$ cat src/hw/dao_params.svh
// Purpose: shared constants of the dual converter output control
// Assumes: included by its bare name from every design file
// Notes:   numbers only, no logic
`ifndef DAO_PARAMS_SVH
`define DAO_PARAMS_SVH

// conversion word width and the pipeline latency in conversion clocks
`define DAO_WORD_BITS     10
`define DAO_LATENCY       7
`define DAO_MSB_POS       9

// output buffer depth, in pairs of words
`define DAO_BUF_DEPTH     2

// synchroniser length for every pin input
`define DAO_SYNC_STAGES   2

// reset values of the output pins
`define DAO_WORD_RST      10'h000
`define DAO_OE_RST        1'b0
`define DAO_IND_RST       1'b0

// codes reported by the four-level detector on the format pin
`define DAO_LVL_SUPPLY    2'h0
`define DAO_LVL_GROUND    2'h1
`define DAO_LVL_MIDREF    2'h2
`define DAO_LVL_FLOAT     2'h3

`endif

$ cat src/hw/dao_pkg.sv
// Purpose: types of the dual converter output control
// Assumes: dao_params.svh holds the numbers
// Notes:   types only
`include "dao_params.svh"

package dao_pkg;

  typedef logic [`DAO_WORD_BITS-1:0] dao_word_t;

  // output number format
  typedef enum logic {
    DAO_FMT_OFFSET_BINARY,
    DAO_FMT_TWOS_COMPLEMENT
  } dao_format_t;

  // sequencing of words onto the shared bus
  typedef enum {
    DAO_ST_FIRST,
    DAO_ST_SECOND
  } dao_out_state_t;

endpackage : dao_pkg

$ cat src/hw/dao_pair_buffer.sv
// Purpose: small flop buffer with valid and ready on both sides
// Assumes: one clock, synchronous active-low reset
// Notes:   depth must be a power of two, at least two
`timescale 1ns/100ps
`include "dao_params.svh"

module dao_pair_buffer
  import dao_pkg::*;
#(
  parameter int WIDTH = 2 * `DAO_WORD_BITS,
  parameter int DEPTH = `DAO_BUF_DEPTH
) (
  input  wire logic             clk_sys,   // system clock
  input  wire logic             reset_n,   // synchronous reset, active low
  input  wire logic             in_valid,  // producer offers a word
  output logic                  in_ready,  // buffer has room
  input  wire logic [WIDTH-1:0] in_data,   // offered word
  output logic                  out_valid, // head entry present
  input  wire logic             out_ready, // consumer takes the head
  output logic      [WIDTH-1:0] out_data   // head entry
);

  localparam int AW = (DEPTH > 1) ? $clog2(DEPTH) : 1;

  // index wrap relies on a power-of-two depth
  if (DEPTH < 2 || (DEPTH & (DEPTH - 1)) != 0) begin : g_bad_depth
    $error("dao_pair_buffer: DEPTH must be a power of two, at least two");
  end

  logic [WIDTH-1:0] store [DEPTH];
  logic [AW-1:0]    wr_idx;
  logic [AW-1:0]    rd_idx;
  logic [AW:0]      fill;
  logic             push;
  logic             pop;

  assign in_ready  = (fill != (AW+1)'(DEPTH));
  assign out_valid = (fill != '0);
  assign out_data  = store[rd_idx];
  assign push      = in_valid & in_ready;
  assign pop       = out_valid & out_ready;

  always_ff @(posedge clk_sys) begin
    if (push) begin
      store[wr_idx] <= in_data;
    end
  end

  always_ff @(posedge clk_sys) begin
    if (!reset_n) begin
      wr_idx <= '0;
      rd_idx <= '0;
      fill   <= '0;
    end else begin
      if (push) begin
        wr_idx <= wr_idx + AW'(1);
      end
      if (pop) begin
        rd_idx <= rd_idx + AW'(1);
      end
      if (push && !pop) begin
        fill <= fill + (AW+1)'(1);
      end else if (pop && !push) begin
        fill <= fill - (AW+1)'(1);
      end
    end
  end

endmodule : dao_pair_buffer

$ cat src/hw/dao_output_control.sv
// Purpose: digital control and output side of a dual 10-bit pipelined converter
// Assumes: conversion clock and control pins arrive asynchronously to clk_sys;
//          quantiser results arrive on clk_sys, offset binary, stable at the sample edge
// Notes:   each conversion clock is seen as a rising-edge pulse on clk_sys, so the
//          conversion clock must run well below a quarter of clk_sys
//
// Behaviour
// - a result leaves the pipeline seven conversion clocks after its sample edge
// - samples are taken only on rising conversion clock edges
// - an enable pin held low makes that channel's bus driven
// - an enable pin held high floats that channel's bus, per channel
// - sleep pin high stops conversion; low runs the converter
// - mode pin low: first channel on first bus, second on second bus
// - mode pin high: both channels share the first bus
// - format pin at supply: offset binary, duty stabiliser on
// - format pin at ground: two's complement, duty stabiliser on
// - format pin at mid reference: two's complement, duty stabiliser off
// - format pin floating: offset binary, duty stabiliser off
// - each word is ten bits, bit zero least significant, bit nine most
// - shared bus indicator high with first channel word, low with second
`timescale 1ns/100ps
`include "dao_params.svh"

module dao_output_control
  import dao_pkg::*;
#(
  parameter int WORD_BITS = `DAO_WORD_BITS,
  parameter int LATENCY   = `DAO_LATENCY,
  parameter int BUF_DEPTH = `DAO_BUF_DEPTH
) (
  input  wire logic                 clk_sys,                       // system clock, 250 MHz
  input  wire logic                 reset_n,                       // synchronous reset, active low
  input  wire logic                 conv_clk,                      // conversion clock pin
  input  wire logic [WORD_BITS-1:0] first_sample,                  // first quantiser result
  input  wire logic [WORD_BITS-1:0] second_sample,                 // second quantiser result
  input  wire logic                 first_bus_drive_enable_n,      // first bus enable pin
  input  wire logic                 second_bus_drive_enable_n,     // second bus enable pin
  input  wire logic                 sleep_request,                 // power down pin
  input  wire logic                 mux_mode_select,               // output mode pin
  input  wire logic [1:0]           format_and_stabiliser_select,  // four-level pin code
  input  wire logic                 sink_ready,                    // receiver takes the word
  output logic      [WORD_BITS-1:0] first_channel_word,            // first output bus
  output logic                      first_channel_word_oe,         // first bus driven
  output logic      [WORD_BITS-1:0] second_channel_word,           // second output bus
  output logic                      second_channel_word_oe,        // second bus driven
  output logic                      word_valid,                    // bus holds a fresh word
  output logic                      channel_indicator,             // shared bus channel flag
  output logic                      duty_stabilise_on,             // duty stabiliser applied
  output logic                      sleeping,                      // low power state
  output logic                      word_dropped                   // sticky, a pair was lost
);

  // elaboration checks; a one-stage pipeline has no shift path for the
  // valid bits, so two stages is the floor
  if (WORD_BITS != `DAO_WORD_BITS) begin : g_bad_width
    $error("dao_output_control: WORD_BITS must be the converter width");
  end
  if (LATENCY < 2) begin : g_bad_latency
    $error("dao_output_control: LATENCY must be at least two");
  end

  localparam int PAIR_BITS = 2 * WORD_BITS;

  ////////////////////////////////////////////////////////////////////////////
  // functions

  // offset binary to two's complement is a flip of the sign bit
  function automatic logic [WORD_BITS-1:0] fmt_word(
    input logic [WORD_BITS-1:0] raw,
    input dao_format_t          fmt
  );
    logic [WORD_BITS-1:0] res;
    res = raw;
    if (fmt == DAO_FMT_TWOS_COMPLEMENT) begin
      res[WORD_BITS-1] = ~raw[WORD_BITS-1];
    end
    return res;
  endfunction : fmt_word

  ////////////////////////////////////////////////////////////////////////////
  // pin synchronisers; first stage is read only by the second

  logic       clk_s1;
  logic       clk_s2;
  logic       clk_prev;
  logic       oe1_s1;
  logic       oe1_s2;
  logic       oe2_s1;
  logic       oe2_s2;
  logic       sleep_s1;
  logic       sleep_s2;
  logic       mux_s1;
  logic       mux_s2;
  logic [1:0] fmt_s1;
  logic [1:0] fmt_s2;

  always_ff @(posedge clk_sys) begin
    if (!reset_n) begin
      clk_s1   <= 1'b0;
      clk_s2   <= 1'b0;
      clk_prev <= 1'b0;
    end else begin
      clk_s1   <= conv_clk;
      clk_s2   <= clk_s1;
      clk_prev <= clk_s2;
    end
  end

  // enables reset to the floating state, so pins start high-impedance
  always_ff @(posedge clk_sys) begin
    if (!reset_n) begin
      oe1_s1   <= 1'b1;
      oe1_s2   <= 1'b1;
      oe2_s1   <= 1'b1;
      oe2_s2   <= 1'b1;
      sleep_s1 <= 1'b0;
      sleep_s2 <= 1'b0;
      mux_s1   <= 1'b0;
      mux_s2   <= 1'b0;
      fmt_s1   <= `DAO_LVL_FLOAT;
      fmt_s2   <= `DAO_LVL_FLOAT;
    end else begin
      oe1_s1   <= first_bus_drive_enable_n;
      oe1_s2   <= oe1_s1;
      oe2_s1   <= second_bus_drive_enable_n;
      oe2_s2   <= oe2_s1;
      sleep_s1 <= sleep_request;
      sleep_s2 <= sleep_s1;
      mux_s1   <= mux_mode_select;
      mux_s2   <= mux_s1;
      fmt_s1   <= format_and_stabiliser_select;
      fmt_s2   <= fmt_s1;
    end
  end

  ////////////////////////////////////////////////////////////////////////////
  // sample edge, format decode, sleep

  logic        sample_edge;
  dao_format_t out_format;
  logic        next_stabilise;

  assign sample_edge = clk_s2 & ~clk_prev & ~sleep_s2;

  always_comb begin
    case (fmt_s2)
      `DAO_LVL_SUPPLY: begin
        out_format     = DAO_FMT_OFFSET_BINARY;
        next_stabilise = 1'b1;
      end
      `DAO_LVL_GROUND: begin
        out_format     = DAO_FMT_TWOS_COMPLEMENT;
        next_stabilise = 1'b1;
      end
      `DAO_LVL_MIDREF: begin
        out_format     = DAO_FMT_TWOS_COMPLEMENT;
        next_stabilise = 1'b0;
      end
      default: begin
        out_format     = DAO_FMT_OFFSET_BINARY;
        next_stabilise = 1'b0;
      end
    endcase
  end

  always_ff @(posedge clk_sys) begin
    if (!reset_n) begin
      duty_stabilise_on <= 1'b0;
    end else begin
      duty_stabilise_on <= next_stabilise;
    end
  end

  always_ff @(posedge clk_sys) begin
    if (!reset_n) begin
      sleeping <= 1'b0;
    end else begin
      sleeping <= sleep_s2;
    end
  end

  ////////////////////////////////////////////////////////////////////////////
  // conversion pipeline, advanced once per sample edge

  logic [WORD_BITS-1:0] pipe_first  [LATENCY];
  logic [WORD_BITS-1:0] pipe_second [LATENCY];
  logic [LATENCY-1:0]   pipe_valid;
  logic                 buf_in_valid;
  logic                 buf_in_ready;
  logic [PAIR_BITS-1:0] buf_in_data;

  // seventh edge after the sample pushes the pair out
  assign buf_in_valid = sample_edge & pipe_valid[LATENCY-1];
  // bit zero stays the least significant bit
  assign buf_in_data  = {fmt_word(pipe_first[LATENCY-1], out_format),
                         fmt_word(pipe_second[LATENCY-1], out_format)};

  always_ff @(posedge clk_sys) begin
    if (sample_edge) begin
      pipe_first[0]  <= first_sample;
      pipe_second[0] <= second_sample;
      for (int i = 1; i < LATENCY; i++) begin
        pipe_first[i]  <= pipe_first[i-1];
        pipe_second[i] <= pipe_second[i-1];
      end
    end
  end

  // sleeping empties the pipeline, so no stale word follows wake-up
  always_ff @(posedge clk_sys) begin
    if (!reset_n || sleep_s2) begin
      pipe_valid <= '0;
    end else if (sample_edge) begin
      pipe_valid <= {pipe_valid[LATENCY-2:0], 1'b1};
    end
  end

  // a converter cannot pause, so a full buffer costs the pair; flag it
  always_ff @(posedge clk_sys) begin
    if (!reset_n) begin
      word_dropped <= 1'b0;
    end else if (buf_in_valid && !buf_in_ready) begin
      word_dropped <= 1'b1;
    end
  end

  ////////////////////////////////////////////////////////////////////////////
  // output buffer

  logic                 buf_out_valid;
  logic                 buf_pop;
  logic [PAIR_BITS-1:0] buf_out_data;

  dao_pair_buffer #(
    .WIDTH (PAIR_BITS),
    .DEPTH (BUF_DEPTH)
  ) u_buffer (
    .clk_sys   (clk_sys),
    .reset_n   (reset_n),
    .in_valid  (buf_in_valid),
    .in_ready  (buf_in_ready),
    .in_data   (buf_in_data),
    .out_valid (buf_out_valid),
    .out_ready (buf_pop),
    .out_data  (buf_out_data)
  );

  ////////////////////////////////////////////////////////////////////////////
  // bus sequencing

  dao_out_state_t       out_state;
  logic                 load_slot;
  logic [WORD_BITS-1:0] head_first;
  logic [WORD_BITS-1:0] head_second;

  assign head_first  = buf_out_data[PAIR_BITS-1:WORD_BITS];
  assign head_second = buf_out_data[WORD_BITS-1:0];
  assign load_slot   = ~word_valid | sink_ready;
  // in shared mode the pair leaves only after its second word
  assign buf_pop     = load_slot & buf_out_valid & (~mux_s2 | (out_state == DAO_ST_SECOND));

  always_ff @(posedge clk_sys) begin
    if (!reset_n) begin
      out_state <= DAO_ST_FIRST;
    end else if (!mux_s2) begin
      out_state <= DAO_ST_FIRST;
    end else if (load_slot && buf_out_valid) begin
      case (out_state)
        DAO_ST_FIRST:  out_state <= DAO_ST_SECOND;
        DAO_ST_SECOND: out_state <= DAO_ST_FIRST;
        default:       out_state <= DAO_ST_FIRST;
      endcase
    end
  end

  always_ff @(posedge clk_sys) begin
    if (!reset_n) begin
      word_valid <= 1'b0;
    end else if (load_slot) begin
      word_valid <= buf_out_valid;
    end
  end

  always_ff @(posedge clk_sys) begin
    if (!reset_n) begin
      first_channel_word  <= `DAO_WORD_RST;
      second_channel_word <= `DAO_WORD_RST;
      channel_indicator   <= `DAO_IND_RST;
    end else if (load_slot && buf_out_valid) begin
      if (mux_s2) begin
        // both words take the first bus in turn
        // indicator marks which channel is on it
        if (out_state == DAO_ST_SECOND) begin
          first_channel_word <= head_second;
          channel_indicator  <= 1'b0;
        end else begin
          first_channel_word <= head_first;
          channel_indicator  <= 1'b1;
        end
      end else begin
        // each channel on its own bus
        first_channel_word  <= head_first;
        second_channel_word <= head_second;
        channel_indicator   <= 1'b0;
      end
    end
  end

  ////////////////////////////////////////////////////////////////////////////
  // bus drive enables

  // high pin floats it, each channel on its own
  always_ff @(posedge clk_sys) begin
    if (!reset_n) begin
      first_channel_word_oe  <= `DAO_OE_RST;
      second_channel_word_oe <= `DAO_OE_RST;
    end else begin
      first_channel_word_oe  <= ~oe1_s2;
      second_channel_word_oe <= ~oe2_s2;
    end
  end

endmodule : dao_output_control

$ cat config.mk
export PLATFORM = sky130hd
export DESIGN_NAME = dao_output_control
export DESIGN_NICKNAME = d
export VERILOG_FILES = /design/src/hw/dao_pkg.sv /design/src/hw/dao_pair_buffer.sv /design/src/hw/dao_output_control.sv
export VERILOG_INCLUDE_DIRS = /design/src /design/src/hw
export SDC_FILE = /design/constraint.sdc
export NUM_CORES = 1
export LEC_CHECK = 0
export ABC_CLOCK_PERIOD_IN_PS = 2910
export BUFFER_PORTS_ARGS = -buffer_cell sky130_fd_sc_hd__clkbuf_2
export CAP_MARGIN = 20
export CORE_ASPECT_RATIO = 0.75
export CORE_MARGIN = 3
export CORE_UTILIZATION = 53
export CTS_CLUSTER_SIZE = 20
export DETAILED_ROUTE_END_ITERATION = 8
export GPL_ROUTABILITY_DRIVEN = 0
export GPL_TIMING_DRIVEN = 0
export PLACE_DENSITY = 0.81
export SYNTH_ARGS = -nofsm -noshare
export SYNTH_HDL_FRONTEND = slang
export SYNTH_SLANG_ARGS = --single-unit
$ cat constraint.sdc
create_clock -name clk_sys -period 2.91 [get_ports clk_sys]
set_input_delay 0.291 -clock clk_sys [delete_from_list [all_inputs] [get_ports clk_sys]]
set_output_delay 0.291 -clock clk_sys [all_outputs]
set_load 0.005 [all_outputs]
-- Word-level counts from Yosys, hierarchy flattened
Memory sizes are Yosys's and may differ from the RTL's. A register that Yosys moved wholly into a read port is not among the register bits.
Cells that the tools add are included.
- register bits: 85
- bits in writable memories: 180
- input bits: 30
- output and inout bits: 27
- word-level logic and storage cells: 89
- memories: 3
- add/subtract/negate cells: 4
- eq/ne operators: 4
- muxes and demuxes: 17
- bitwise logic cells: 17
- reduce and logical (&&, ||, !) cells: 17
- memory list (memory ; words ; bits a word ; rd ports ; clocked after Yosys merged registers in ; wr ports ; RTL line ; text):
    pipe_first ; 7 ; 10 ; 7 ; 0 ; 7 ; dao_output_control.sv:185 ; logic [WORD_BITS-1:0] pipe_first [LATENCY];
    pipe_second ; 7 ; 10 ; 7 ; 0 ; 7 ; dao_output_control.sv:186 ; logic [WORD_BITS-1:0] pipe_second [LATENCY];
    u_buffer.store ; 2 ; 20 ; 1 ; 1 ; 1 ; dao_pair_buffer.sv:30 ; logic [WIDTH-1:0] store [DEPTH];
- operators with widths (cell ; number):
    == test 32 x 2 -> 1 bit (second input constant) ; 1
    logical NOT 32 bit ; 1
    2-to-1 mux 10 bit ; 2
    2-to-1 mux 1 bit ; 13
    inverter 1 bit ; 8
    bitwise AND 1 bit ; 7
    logical AND 1 bit ; 4
    logical NOT 1 bit ; 4
    2-to-1 mux 2 bit ; 2
    AND reduction 2 bit ; 2
    nonzero test 2 bit ; 2
    OR reduction 2 bit ; 2
    adder 1 bit (second input constant) ; 2
    adder 2 x 1 -> 2 bit (second input constant) ; 1
    == test 2 x 1 -> 1 bit (second input constant) ; 1
    == test 2 bit (second input constant) ; 1
    logical NOT 2 bit ; 1
    inequality test 2 bit (second input constant) ; 1
    OR 1 bit ; 2
    subtractor 2 x 1 -> 2 bit (second input constant) ; 1
    logical OR 1 bit ; 1

-- Logic depth before layout (Yosys ltp)
- depth in word-level cells: 9
- gate-level depth with buffers: 8
- depth with buffers taken out: 7

-- Modules after synthesis
From an unflattened synthesis, not the netlist that was laid out.
- cell total of the unflattened synthesis: 420
- area, all modules: 7744.9 sq um
- modules (own cells, without submodules) (module ; instances ; cells an instance ; area an instance (sq um) ; seq. area each (sq um)):
    dao_output_control ; 1 ; 334 ; 6065.8 ; 5205.0
    dao_pair_buffer ; 1 ; 86 ; 1679.1 ; 1301.2

-- Worst setup path after synthesis
OpenSTA, ideal clock, no wires.
- path kind: reg2reg
- start: register clk_s2
- end: memory u_buffer.store[1][0] in the netlist's numbering, enable pin
- library setup time: 397 ps
- arrival: 2810 ps
- required time: 2513 ps
- setup slack: -297 ps
- stages on the path, launching flop included: 5
- path buffers: 1
- clock period less this slack: 3207 ps
- path through: dfxtp_1 nor3b_1 buf_4 nand3_1 nor2_1
- cells in the longest elaborated chain, start to end: 6
- RTL lines (what ; RTL line ; text):
    start, declared ; dao_output_control.sv:84 ; logic clk_s2;
    start signal, assigned ; dao_output_control.sv:104 ; clk_s2 <= clk_s1;
    bitwise AND 1 bit (2 in a row) ; dao_output_control.sv:143 ; assign sample_edge = clk_s2 & ~clk_prev & ~sleep_s2;
    bitwise AND 1 bit ; dao_output_control.sv:193 ; assign buf_in_valid = sample_edge & pipe_valid[LATENCY-1];
    bitwise AND 1 bit ; dao_pair_buffer.sv:40 ; assign push = in_valid & in_ready;
    2-to-1 mux 1 bit ; dao_pair_buffer.sv:44 ; if (push) begin
    2-to-1 mux 1 bit (implied by the code) ; dao_pair_buffer.sv:45 ; store[wr_idx] <= in_data;
    end, declared ; dao_pair_buffer.sv:30 ;
Every way passes these cells.

-- Worst setup path after layout
- start: register sleep_s2
- end: memory u_buffer.store[1][3] in the netlist's numbering, enable pin
- cells in the longest elaborated chain, start to end: 6
- RTL lines (what ; RTL line ; text):
    start, declared ; dao_output_control.sv:91 ; logic sleep_s2;
    start signal, assigned ; dao_output_control.sv:128 ; sleep_s2 <= sleep_s1;
    inverter 1 bit ; dao_output_control.sv:143 ;
    bitwise AND 1 bit ; dao_output_control.sv:143 ;
    bitwise AND 1 bit ; dao_output_control.sv:193 ;
    bitwise AND 1 bit ; dao_pair_buffer.sv:40 ;
    2-to-1 mux 1 bit ; dao_pair_buffer.sv:44 ;
    2-to-1 mux 1 bit (implied by the code) ; dao_pair_buffer.sv:45 ;
Every way passes these cells.

==> metrics.md <==
| Metric | Value |
|---|---|
| Initial antenna violation count | 0 |
| Sw Ratio | 0.227 |
| TritonCTS clock tree | yes |
| CP arrival | 2.59 ns |
| DR WL/cell | 15.2 microns |
| Antenna Nets Post-Route | 0 |
| Status | finished clean |
| Setup violators final | 0 |
| Port Buffers | 56 |
| CORE AREA | about 0.014 sq mm |
| Gate count of the mapped netlist | 413 |
| Setup tns final | 0 ns |
| Count of warnings emitted by yosys | 0 |
| GRT Total Usage | 0.139 |
| First-pass GRT wire length | roughly 18 mm |
| Final HPWL DP | 6.64 mm |
| Clk pwr share | 0.353 |
| Tmin final | about 2.5 ns |
| Kind of critical path | register to register |
| Seq cells post-synth | 235 |
| Pre-antenna DRT Iters | 5 |
| DRC | 0 |
| CTS Buf Count | 21 |
| Number of synthesized flops with an enable pin | 180 |
| Vias per cell | 5.14 |
| Initial core utilization | 0.551 |
| Die area | between 0.015 and 0.02 sq mm |
| Synth Flop Type | edfxtp_1 |
| Via Count | 3743 |
| Min-delay worst type | input port to register |
| Htree depth | 1 |
| VDD IR max | between 0.0004 and 0.0005 V |
| Number of nets in the layout | about 550 |
| Synthesis-to-layout area growth | 19.2% |
| Row count | 37 |
| Fillers | 926 |
| Mapped cell area | 0.00768 sq mm |
| Max Fclk | 402 MHz |
| Top-count cell post-synth | edfxtp_1 |
| CP Launch Type | register |
| Worst hold start | reset_n |
| Post-synth net total | about 450 |
| Origin of the critical flop-to-flop path | sleep_s2 |
| Mapped Avg Cell Area | 18.6 sq um |
| Initial DRC Count | 348 |
| P_leak | 3.26 nW |
| Yosys top cell by area | edfxtp_1 |
| Num ports | 57 |
| Total wire length | 11.1 mm |
| Total power | 7.30 mW |
| Fin area | roughly 0.0092 sq mm |
| Post-synth cell types | 33 |
| Synth top area cells | edfxtp_1, dfxtp_1, mux2_2, mux2i_1, nand2b_1 |
| CP startpoint | sleep_s2 |
| CP required | between 3 and 4 ns |
| Slew Limit Fails | 0 |
| Sequential share of the synthesized area | 0.848 |
| Worst-Skew Late Latency | between 0.4 and 0.5 ns |
| Asr flop ratio synth | 0 |
| Worst-path clk slew | 0.06 ns |
| Die height | 110 microns |
| Number of diodes | 0 |
| Postcts setup bufs | 0 |
| Final Skew | 0.0192 ns |
| Nature of the critical path endpoint | register |
| Max cap viols | 0 |
| RSZ-0062 raised after global routing | no |
| Top cell type's share of synthesized area | 0.704 |
| Sw Pwr | 1.66 mW |
| Synth top cells by count | edfxtp_1, dfxtp_1, mux2_2, mux2i_1, nor2_1 |
| Slew HR | 0.304 |
| Hold Fails Final Rpt | 0 |
| Comb power frac | 0.115 |
| Layout cell share with drive strength beyond 1 | 0.220 |
| Placed cell areas | just over 0.008 sq mm |
| CTS Buffer Depth | 3 |
| Top fanout value on the critical path | 31 |
| Cell Int Power | 5.64 mW |
| Num Clock Sinks | 235 |
| Reg power frac | 0.532 |
| Final worst-path cycle share | 0.855 |
| Die W | 145 microns |
| Vias in the first global route | 3657 |
| Worst-Margin Slew | ~1.0 ns |
| Pwr dens | around 800 mW/mm^2 |
| Total grt overflow | 0 |
| Largest net degree at the start of global routing | 120 |
| Clock Tree Root | clkbuf_16 |
-- path summary, 6_finish.rpt --
path,endpoint,slack (ns),cells after the start
worst min-delay path,second_channel_word[9],0.13,3
worst min register to register,second_channel_word_oe,0.39,1
worst max-delay path,u_buffer.store[1][3],0.42,4
worst max register to register,u_buffer.store[1][3],0.42,4
-- critical path, cell delays in order, from the launching register on --
cell and delay, ns:
dfxtp_1 0.33, nor3b_1 0.41, buf_6 0.37, nand3_1 0.17, nor2_2 0.81
-- routing by layer --
metal  part of all wire  wire length, microns  track usage  vias to the layer above
met4              0.026                   284       0.0488                        0
met2               0.47                  5140        0.221                      149
met1               0.44                  4810        0.189                     1783
met5                  0                     0            0                        -
met3              0.074                   814       0.0405                       32
li1                   -                     -            -                     1779
-- metrics by stage --
stage / hold WS, ns / std cells / setup WS [ns] / util
floorplan: 0.368 / 413 / 0.263 / -
global placement: 0.375 / 664 / -0.284 / 0.589
detailed placement: 0.383 / 665 / 0.335 / 0.591
CTS: 0.101 / 728 / 0.300 / 0.657
global route: 0.126 / 728 / 0.144 / 0.657
finish: 0.134 / 728 / 0.422 / 0.657
-- placed cells by master, fill, tap and decap left out, types with 11 or more instances in the layout --
cell / synthesis / final
clkbuf_16: 0 / 22
dlygate4sd3_1: 0 / 27
nand2_1: 11 / 11
nand2b_1: 11 / 11
edfxtp_1: 180 / 180
mux2_2: 20 / 20
nor2_1: 16 / 15
dfxtp_1: 55 / 55
clkbuf_2: 0 / 56
mux2i_1: 16 / 16
-- kinds of logic (layout without fill, tap and decap cells) --
| group | Yosys count | after routing | synth area share |
|---|---|---|---|
| multiplexers | 36 | 36 | 0.0502 |
| adder cells (fa/ha/maj) | 3 | 3 | 0.00489 |
| XOR/XNOR | 4 | 4 | 0.00456 |
| buffers and inverters | 23 | 143 | 0.0127 |
| AND/OR/NAND/NOR | 78 | 78 | 0.0530 |
| AO/OA/AOI/OAI | 34 | 34 | 0.0271 |
| flip-flops | 235 | 235 | 0.848 |
-- power groups by stage --
stage / clock [mW] / sequential [mW] / combinational (mW)
final: 2.58 / 3.88 / 0.837
after global routing: 2.80 / 3.90 / 0.908
after CTS: 2.65 / 3.88 / 0.827
after detailed placement: 0 / 3.95 / 0.791
after global placement: 0 / 3.94 / 0.746
after floorplan: 0 / 3.93 / 0.519
-- area by class of cell --
class,instances,area [sq um],area share
inverters,8,30.0,0.00328
multi-input cells,155,1070,0.117
clock buffers,27,579,0.0633
plain buffers,15,71.3,0.00779
repair buffers,84,578,0.0632
clock inverters,9,66.3,0.00725
well taps,195,244,0.0267
flip-flops and latches,235,6510,0.711
-- flip-flops by register name (all words and copies together) (netlist names), 2 cells and up, named ones only --
register and count:
u_buffer.store 40, u_buffer.fill 2, fmt_s1 2, fmt_s2 2, pipe_first 70, second_channel_word 10
pipe_second 70, pipe_valid 7, first_channel_word 10
-- timing repair --
action,in CTS,in global routing
gates resized for setup,0,0
endpoints found under the hold margin,27,0
hold buffers,27,0
No activity file was read; power rests on OpenSTA's default activity.
